**src/cts_end.sv**
```systemverilog
// cts_end: intentionally empty; all logic lives in cts_sequencer.
// assumes nothing.

```
**src/cts_pkg.sv**
```systemverilog
// cts_pkg: constants shared by the card cycle timing sequencer.
// assumes a 25 MHz pclk; card timing units are counted in pclk periods.
`default_nettype none
package cts_pkg;
   // register indices; byte address is four times the index
   localparam logic [5:0] CTS_IDX_SETUP0 = 6'h3a;
   localparam logic [5:0] CTS_IDX_CMD0 = 6'h3b;
   localparam logic [5:0] CTS_IDX_RECOV0 = 6'h3c;
   localparam logic [5:0] CTS_IDX_SETUP1 = 6'h3d;
   localparam logic [5:0] CTS_IDX_CMD1 = 6'h3e;
   localparam logic [5:0] CTS_IDX_RECOV1 = 6'h3f;
   localparam logic [5:0] CTS_IDX_STATUS = 6'h30;
   localparam int CTS_NUM_TIM = 6;
   // reset values, set 1 mirrors set 0
   localparam logic [7:0] CTS_RST_SETUP = 8'h01;
   localparam logic [7:0] CTS_RST_CMD = 8'h05;
   localparam logic [7:0] CTS_RST_RECOV = 8'h00;
   // timing register fields
   localparam int CTS_PRES_LSB = 6;
   localparam int CTS_MULT_W = 6;
   localparam logic [12:0] CTS_PRES_F0 = 13'h0001;
   localparam logic [12:0] CTS_PRES_F1 = 13'h0010;
   localparam logic [12:0] CTS_PRES_F2 = 13'h0100;
   localparam logic [12:0] CTS_PRES_F3 = 13'h1000;
   // status register bits
   localparam int CTS_ST_BUSY = 0;
   localparam int CTS_ST_IS16 = 1;
   localparam int CTS_ST_SET = 2;
   // timing
   localparam int CTS_CLK_NS = 40;
   localparam int CTS_CYC_PER_UNIT = 2;
   localparam int CTS_IOIS_UNITS = 3;
   localparam int CTS_IOIS_MARGIN_NS = 20;
   localparam int CTS_IOIS_WIN_CYC = CTS_IOIS_UNITS * CTS_CYC_PER_UNIT
      + (CTS_IOIS_MARGIN_NS + CTS_CLK_NS - 1) / CTS_CLK_NS;
   localparam int CTS_CE_SWITCH_NS = 20;
   localparam int CTS_CE_SWITCH_CYC = (CTS_CE_SWITCH_NS / CTS_CLK_NS < 1) ? 1
      : CTS_CE_SWITCH_NS / CTS_CLK_NS;
   localparam int CTS_WAIT_HOLD_UNITS = 2;
   localparam int CTS_WAIT_HOLD_CYC = CTS_WAIT_HOLD_UNITS * CTS_CYC_PER_UNIT;
   localparam int CTS_CNT_W = 20;
   typedef enum logic [1:0] {CTS_IDLE, CTS_SETUP, CTS_CMD, CTS_RECOV} cts_state_type;
endpackage : cts_pkg
`default_nettype wire

```
**src/cts_sequencer.sv**
```systemverilog
// cts_sequencer: phase timing of card accesses with apb timing registers.
// assumes the host path holds its request until req_ready, and apb without wait.
// Summary of operation
// setup phase lasts S units before strobe
// command strobe lasts C units
// address and data held R units
// phases run address, setup, command, recovery
// card drives iois16 within three units
// odd 8-bit io byte swaps card enables
// other byte accesses are normal byte cycles
// one card timing unit is two pclks
// late iois16 ignored, high enable stays off
// wait stretches strobe, two units after release
// each access picks one of two timer sets
//
// Decided for this implementation: the APB interface to the registers.
`timescale 1ns/1ns
`default_nettype none
module cts_sequencer (
   // clock and reset
   input wire logic pclk,
   input wire logic presetn,
   // apb slave
   input wire logic psel,
   input wire logic penable,
   input wire logic pwrite,
   input wire logic [7:0] paddr,
   input wire logic [31:0] pwdata,
   output logic [31:0] prdata,
   output logic pready,
   output logic pslverr,
   // host access path
   input wire logic req_valid,
   output logic req_ready,
   input wire logic req_write,
   input wire logic req_io,
   input wire logic req_word,
   input wire logic req_odd,
   input wire logic req_timer_set,
   input wire logic [25:0] req_addr,
   input wire logic [15:0] req_wdata,
   output logic rsp_done,
   output logic [15:0] rsp_rdata,
   // card socket
   output logic [25:0] card_addr,
   output logic card_reg_n,
   output logic card_ce1_n,
   output logic card_ce2_n,
   output logic card_oe_n,
   output logic card_we_n,
   output logic card_iord_n,
   output logic card_iowr_n,
   output logic [15:0] card_data_out,
   output logic card_data_oe,
   input wire logic [15:0] card_data_in,
   input wire logic card_wait_n,
   input wire logic card_iois16_n
);
   import cts_pkg::*;

   ////////////////////////////////////////////////////////////////////////
   // helpers
   // phase length in pclks: two per unit, unit count pres * mult + 1
   function automatic logic [CTS_CNT_W-1:0] cts_phase_cyc(input logic [7:0] tim);
      logic [12:0] pres;
      logic [CTS_CNT_W-1:0] units;
      pres = CTS_PRES_F0;
      case (tim[7:CTS_PRES_LSB])
         2'h0: pres = CTS_PRES_F0;
         2'h1: pres = CTS_PRES_F1;
         2'h2: pres = CTS_PRES_F2;
         default: pres = CTS_PRES_F3;
      endcase
      units = CTS_CNT_W'(pres * tim[CTS_MULT_W-1:0]) + CTS_CNT_W'(1);
      return CTS_CNT_W'(units * CTS_CYC_PER_UNIT);
   endfunction : cts_phase_cyc

   ////////////////////////////////////////////////////////////////////////
   // apb register file
   logic [7:0] tim_q [CTS_NUM_TIM];
   cts_state_type state_q;
   logic set_q;
   logic is16_q;
   wire [5:0] idx = paddr[7:2];
   wire tim_hit = (idx >= CTS_IDX_SETUP0) && (idx <= CTS_IDX_RECOV1);
   wire st_hit = (idx == CTS_IDX_STATUS);
   wire [2:0] tim_sel = 3'(idx - CTS_IDX_SETUP0);
   wire apb_acc = psel && penable;
   wire apb_wr = apb_acc && pwrite && tim_hit;
   wire [31:0] st_word = {29'h0, set_q, is16_q, state_q != CTS_IDLE};

   assign pready = 1'b1;
   assign pslverr = apb_acc && !tim_hit && !st_hit;
   assign prdata = tim_hit ? {24'h0, tim_q[tim_sel]} : (st_hit ? st_word : 32'h0);

   always_ff @(posedge pclk or negedge presetn) begin
      if (!presetn) begin
         for (int i = 0; i < CTS_NUM_TIM; i++) begin
            tim_q[i] <= (i % 3 == 0) ? CTS_RST_SETUP
               : ((i % 3 == 1) ? CTS_RST_CMD : CTS_RST_RECOV);
         end
      end else if (apb_wr) begin
         tim_q[tim_sel] <= pwdata[7:0];
      end
   end

   ////////////////////////////////////////////////////////////////////////
   // phase sequencer
   // timer set latched per access; its registers are read live, so a mid-cycle write changes later phases
   logic [CTS_CNT_W-1:0] cnt_q, cnt_d;
   cts_state_type state_d;
   logic [3:0] win_q;
   logic wr_q, io_q, word_q, odd_q;
   logic [15:0] wdata_q;
   wire [2:0] base = set_q ? 3'h3 : 3'h0;
   wire [CTS_CNT_W-1:0] cyc_setup = cts_phase_cyc(tim_q[base]);
   wire [CTS_CNT_W-1:0] cyc_cmd = cts_phase_cyc(tim_q[base + 3'h1]);
   wire [CTS_CNT_W-1:0] cyc_recov = cts_phase_cyc(tim_q[base + 3'h2]);
   wire last = (cnt_q == CTS_CNT_W'(1));
   wire wait_ext = (state_q == CTS_CMD) && !card_wait_n;
   wire start = req_valid && (state_q == CTS_IDLE);
   // odd io byte from a 16-bit host may fall back to an 8-bit card
   wire odd_io = io_q && !word_q && odd_q;
   wire narrow = odd_io && !is16_q;
   wire win_open = (win_q != 4'h0);

   assign req_ready = (state_q == CTS_IDLE);

   always_comb begin
      state_d = state_q;
      cnt_d = cnt_q - CTS_CNT_W'(1);
      case (state_q)
         CTS_IDLE: begin
            cnt_d = cyc_setup;
            if (req_valid) begin
               state_d = CTS_SETUP;
            end
         end
         CTS_SETUP: begin
            if (last) begin
               state_d = CTS_CMD;
               cnt_d = cyc_cmd;
            end
         end
         CTS_CMD: begin
            if (wait_ext && cnt_q <= CTS_CNT_W'(CTS_WAIT_HOLD_CYC)) begin
               cnt_d = CTS_CNT_W'(CTS_WAIT_HOLD_CYC);
            end else if (last) begin
               state_d = CTS_RECOV;
               cnt_d = cyc_recov;
            end
         end
         CTS_RECOV: begin
            if (last) begin
               state_d = CTS_IDLE;
            end
         end
         default: begin
            state_d = CTS_IDLE;
         end
      endcase
   end

   // setup count is loaded at start from req_timer_set, as set_q latches on the same edge
   always_ff @(posedge pclk or negedge presetn) begin
      if (!presetn) begin
         state_q <= CTS_IDLE;
         cnt_q <= '0;
         set_q <= 1'b0;
      end else begin
         state_q <= state_d;
         cnt_q <= start ? cts_phase_cyc(tim_q[req_timer_set ? 3'h3 : 3'h0]) : cnt_d;
         if (start) begin
            set_q <= req_timer_set;
         end
      end
   end

   always_ff @(posedge pclk or negedge presetn) begin
      if (!presetn) begin
         wr_q <= 1'b0;
         io_q <= 1'b0;
         word_q <= 1'b0;
         odd_q <= 1'b0;
         wdata_q <= 16'h0;
         card_addr <= 26'h0;
         card_reg_n <= 1'b1;
      end else if (start) begin
         wr_q <= req_write;
         io_q <= req_io;
         word_q <= req_word;
         odd_q <= req_odd;
         wdata_q <= req_wdata;
         card_addr <= req_addr;
         card_reg_n <= !req_io;
      end
   end

   ////////////////////////////////////////////////////////////////////////
   // iois16 sampling window
   // the card must settle within the window; later changes are not looked at
   always_ff @(posedge pclk or negedge presetn) begin
      if (!presetn) begin
         win_q <= 4'h0;
         is16_q <= 1'b0;
      end else if (start) begin
         win_q <= 4'(CTS_IOIS_WIN_CYC);
         is16_q <= 1'b0;
      end else if (win_open && state_q != CTS_IDLE) begin
         win_q <= win_q - 4'h1;
         is16_q <= !card_iois16_n;
      end
   end

   ////////////////////////////////////////////////////////////////////////
   // card enables, strobes, data
   wire active = (state_q != CTS_IDLE);
   wire strobe = (state_q == CTS_CMD);
   // enables follow is16_q one pclk after the sample, inside CTS_CE_SWITCH_CYC
   wire ce1_on = active && (word_q || !odd_q || narrow);
   wire ce2_on = active && (word_q || (odd_q && !narrow));
   wire [15:0] dout = narrow ? {8'h0, wdata_q[15:8]} : wdata_q;

   always_ff @(posedge pclk or negedge presetn) begin
      if (!presetn) begin
         card_ce1_n <= 1'b1;
         card_ce2_n <= 1'b1;
         card_oe_n <= 1'b1;
         card_we_n <= 1'b1;
         card_iord_n <= 1'b1;
         card_iowr_n <= 1'b1;
         card_data_out <= 16'h0;
         card_data_oe <= 1'b0;
      end else begin
         card_ce1_n <= !ce1_on;
         card_ce2_n <= !ce2_on;
         card_oe_n <= !(state_d == CTS_CMD && active && !io_q && !wr_q);
         card_we_n <= !(state_d == CTS_CMD && active && !io_q && wr_q);
         card_iord_n <= !(state_d == CTS_CMD && active && io_q && !wr_q);
         card_iowr_n <= !(state_d == CTS_CMD && active && io_q && wr_q);
         card_data_out <= dout;
         card_data_oe <= active && wr_q && (state_d != CTS_IDLE);
      end
   end

   ////////////////////////////////////////////////////////////////////////
   // host answer
   always_ff @(posedge pclk or negedge presetn) begin
      if (!presetn) begin
         rsp_done <= 1'b0;
         rsp_rdata <= 16'h0;
      end else begin
         rsp_done <= (state_q == CTS_RECOV) && last;
         if (strobe && last && !wait_ext && !wr_q) begin
            rsp_rdata <= narrow ? {card_data_in[7:0], 8'h0} : card_data_in;
         end
      end
   end
endmodule : cts_sequencer
`default_nettype wire

```
**config.mk**
```make
export PLATFORM = sky130hd
export DESIGN_NAME = cts_sequencer
export DESIGN_NICKNAME = d
export VERILOG_FILES = /design/src/cts_end.sv /design/src/cts_pkg.sv /design/src/cts_sequencer.sv
export SDC_FILE = /design/constraint.sdc
export NUM_CORES = 1
export LEC_CHECK = 0
export BUFFER_PORTS_ARGS = -buffer_cell sky130_fd_sc_hd__buf_2
export CAP_MARGIN = 20
export CORE_MARGIN = 2
export CORE_UTILIZATION = 32
export DETAILED_ROUTE_END_ITERATION = 10
export MAX_ROUTING_LAYER = met4
export PLACE_DENSITY_LB_ADDON = 0.12
export SYNTH_ARGS = -nofsm -noshare
export SYNTH_HDL_FRONTEND = slang
export SYNTH_SLANG_ARGS = --single-unit
```
**constraint.sdc**
```tcl
create_clock -name pclk -period 5.05 [get_ports pclk]
set_input_delay 0 -clock pclk [delete_from_list [all_inputs] [get_ports pclk]]
set_output_delay 0 -clock pclk [all_outputs]
set_load 0.02 [all_outputs]
```
==> impl_metrics.tcl <==
set metrics [dict create \
    run_status "complete, no violations" \
    ys_seq_area_share_pct 36.3 \
    multi_input_area_um2 6800 \
    period_minus_slack_ns 4.06 \
    internal_power_uw 2170 \
    cts-root-buf "clkbuf_16" \
    routedWlPerCell_um 17.4 \
    layout_commonest_cell "nand2_1" \
    power_frac_comb_pct 9.3 \
    rows 68 \
    rsz0062_at_grt "false" \
    die_x_um 192 \
    slew_viol_final 0 \
    postCtsSetupBuffers 0 \
    switchingPower_uw 815 \
    ir_worst_vdd_v 0.000232 \
    ant_nets 0 \
    drc 0 \
    drt_iter0_markers 412 \
    syn_inst 1265 \
    rrSetupSlack_ns 0.99 \
    power.share.switching_pct 27.3 \
    period_share_pct 80.3 \
    synth_top_flop_cell "dfrtp_1" \
    min_path_cells 4 \
    clk-insertion-delay-late_ns 0.45 \
    ys_ff_latch 163 \
    cts_buffers 17 \
    grt_max_degree 94 \
    nNetsFinal 1688 \
    worstPathRequired_ns 5.32 \
    grt_pass1_vias 9227 \
    leakage_uw 0.00680 \
    clk_path_buf_depth 2 \
    cp-start-kind "register" \
    initial_core_util_pct 32.6 \
    gp_congestion 0.859 \
    cts-htree-levels 4 \
    synth-async-reset-ratio_pct 100 \
    dieArea_um2 36800 \
    clock_skew_ns 0.0151 \
    fmax_mhz 247 \
    synth_cell_types 88 \
    finalHoldViolations 0 \
    dp_hpwl_um 25200 \
    clockPowerShare_pct 45.3 \
    vias 9798 \
    holdWs_ns 0.0942 \
    place_area_um2 12500 \
    cts_tree "yes" \
    setup_tns_ns 0 \
    first_pass_iters 5 \
    endpoint_kind "register" \
    stdcell_area_um2 13800 \
    track_usage_pct 19.2 \
    clkTransAtPathRegs_ns 0.07 \
    cts.sinks 163 \
    synth_edf_count 0 \
    netlist_area_um2 11300 \
    ys_warn_count 0 \
    avgSynthCellArea_um2 8.92 \
    seq_power_share_pct 45.4 \
    antenna_found_initial 1 \
    p_per_area_nw_per_um2 216 \
    cp_max_fo 28 \
    layout_common_cells "nand2_1 (247), buf_2 (160), dfrtp_1 (149), nor2_1 (145), ha_1 (92)" \
    n_fill_cell 3526 \
    p_total_uw 2980 \
    slowest_stage "dfrtp_2" \
    drive_above_1_share_pct 20.6 \
    path_cells "buf_4 -> mux2i_1 -> nor2_1 -> ha_1 -> ha_1 -> ha_1 -> a41o_1 -> and4_1 -> o311a_1 -> xnor2_1 -> o22ai_1 -> a21oi_1 -> a22oi_1" \
    cpPeakStageDelay_ns 0.72 \
    globalRoute.totalOverflow 0 \
    path_class "reg -> reg" \
    syn_to_final_growth_pct 22.5 \
    core_um2 34600 \
    wirelength_um 34000 \
    r2r_cells 13 \
    worst_pin_slew_ns 0.993 \
    cts_resized 0 \
    maxCapViolations 0 \
    io_buffers 161 \
    finalSetupViolCount 0 \
    pin_count 213 \
    worstPathArrival_ns 4.33 \
    cp_common_cell "ha_1" \
    slew_headroom_pct 33.5 \
    hp-class "in -> reg" \
    grt_pass1_wl_um 52900 \
    seqCellArea_um2 4100 \
    routed_via_density 5.01 \
    die_h_um 192 \
]
==> cells by family after synthesis <==
group                    count (synthesis)  share of synthesized area [%]
XOR/XNOR                                62                           4.81
other                                    2                         0.0665
AND/OR/NAND/NOR                        540                           21.9
buffers and inverters                   95                           4.33
flip-flops                             163                           36.3
multiplexers                            95                           9.85
adder cells (fa/ha/maj)                 92                           10.2
AO/OA/AOI/OAI                          216                           12.5
==> worst paths after layout <==
kind                                     from       endpoint
worst max-delay path                    set_q      cnt_q[15]
worst min-delay path                     psel      tim_q[14]
worst max register to register          set_q      cnt_q[15]
worst min register to register  card_addr[18]  card_addr[18]
max in group asynchronous             presetn       win_q[2]
min in group asynchronous             presetn   rsp_rdata[8]
==> what timing repair did <==
action	CTS	global route
setup endpoints to repair	0	0
hold buffers	73	0
endpoints found under the hold margin	177	0
==> metal layers <==
layer	track usage (%)	part of all wire [%]
met5	-	0
met3	3.36	4.8
met2	29.8	45
met1	26.1	48
met4	4.70	1.7
==> worst max-delay path: cells and delay by family (launching register included) <==
family,cells,cell delay (ns)
AO/OA/AOI/OAI,5,1.04
XOR/XNOR,1,0.16
adder cells (fa/ha/maj),3,0.70
buffers and inverters,1,0.30
flip-flops,1,0.72
multiplexers,1,0.61
AND/OR/NAND/NOR,2,0.33
==> cell type report <==
| class | instances | area share, % |
|---|---|---|
| flip-flops and latches | 163 | 29.6 |
| clock inverters | 14 | 1.19 |
| inverters | 25 | 0.678 |
| multi-input cells | 1030 | 49.2 |
| well taps | 455 | 4.12 |
| clock buffers | 18 | 3.17 |
| diodes | 1 | 0.0181 |
| repair buffers | 248 | 12.1 |
==> through the flow <==
step                      utilization [%]  instances  setup WS, ns
after detailed placement             36.1       1848         0.964
after floorplan                         -       1288          1.08
after global routing                 40.0       1954         0.642
after CTS                            39.9       1953         0.939
after global placement               36.0       1847         0.948
final                                40.0       1954         0.994
==> flip-flops by register name, indices dropped and copies added, names as in the netlist, 2 cells and up <==
register,cells
card_addr,26
tim_q,48
cnt_q,20
wdata_q,16
win_q,4
card_data_out,16
rsp_rdata,16
state_q,2
==> power by group through the flow <==
| stage | logic [uW] | registers, uW | clock network [uW] |
|---|---|---|---|
| detailed placement | 235 | 1380 | 0 |
| global route | 307 | 1360 | 1440 |
| floorplan | 140 | 1370 | 0 |
| CTS | 281 | 1350 | 1390 |
| global placement | 236 | 1380 | 0 |
| finish | 278 | 1350 | 1350 |
==> cells in the mapped netlist (3+ instances only) <==
master    number  area, um^2
a31o_2         4        35.0
nand3_1       26         130
inv_1         25        93.8
dfstp_2       13         342
buf_4         26         195
o211ai_1       6        45.0
a211oi_1       5        37.5
o21ai_1        9        45.0
mux4_2         8         180
nor2b_1        7        43.8
o31a_1         3        26.3
o21ai_0       47         235
nor3_1        20         100
or3_1          5        31.3
nor2_1       145         544
nand2_1      248         931
clkbuf_1      34         128
a31oi_1        8        50.1
or2_2          6        37.5
nor3b_1        4        30.0
nor4_4         3        63.8
buf_1          4        15.0
and3_1        11        68.8
nand3b_1       5        37.5
dfrtp_1      150        3750
a22o_1         4        35.0
a21oi_1       52         260
mux2_2        49         552
mux2i_1       38         380
xnor2_1       37         324
a32oi_1        3        26.3
or4_1          4        30.0
and4_1         3        26.3
a21o_1         5        37.5
o22ai_1       17         106
nand4_1        4        25.0
a211o_1        3        26.3
nor4_1         6        37.5
xor2_1        25         219
a22oi_1       15         113
ha_1          92        1150
o21a_1         5        37.5
nand2b_1       9        56.3
nor3_2         3        30.0
and2_1        11        68.8
(Power assumes the default switching activity.)
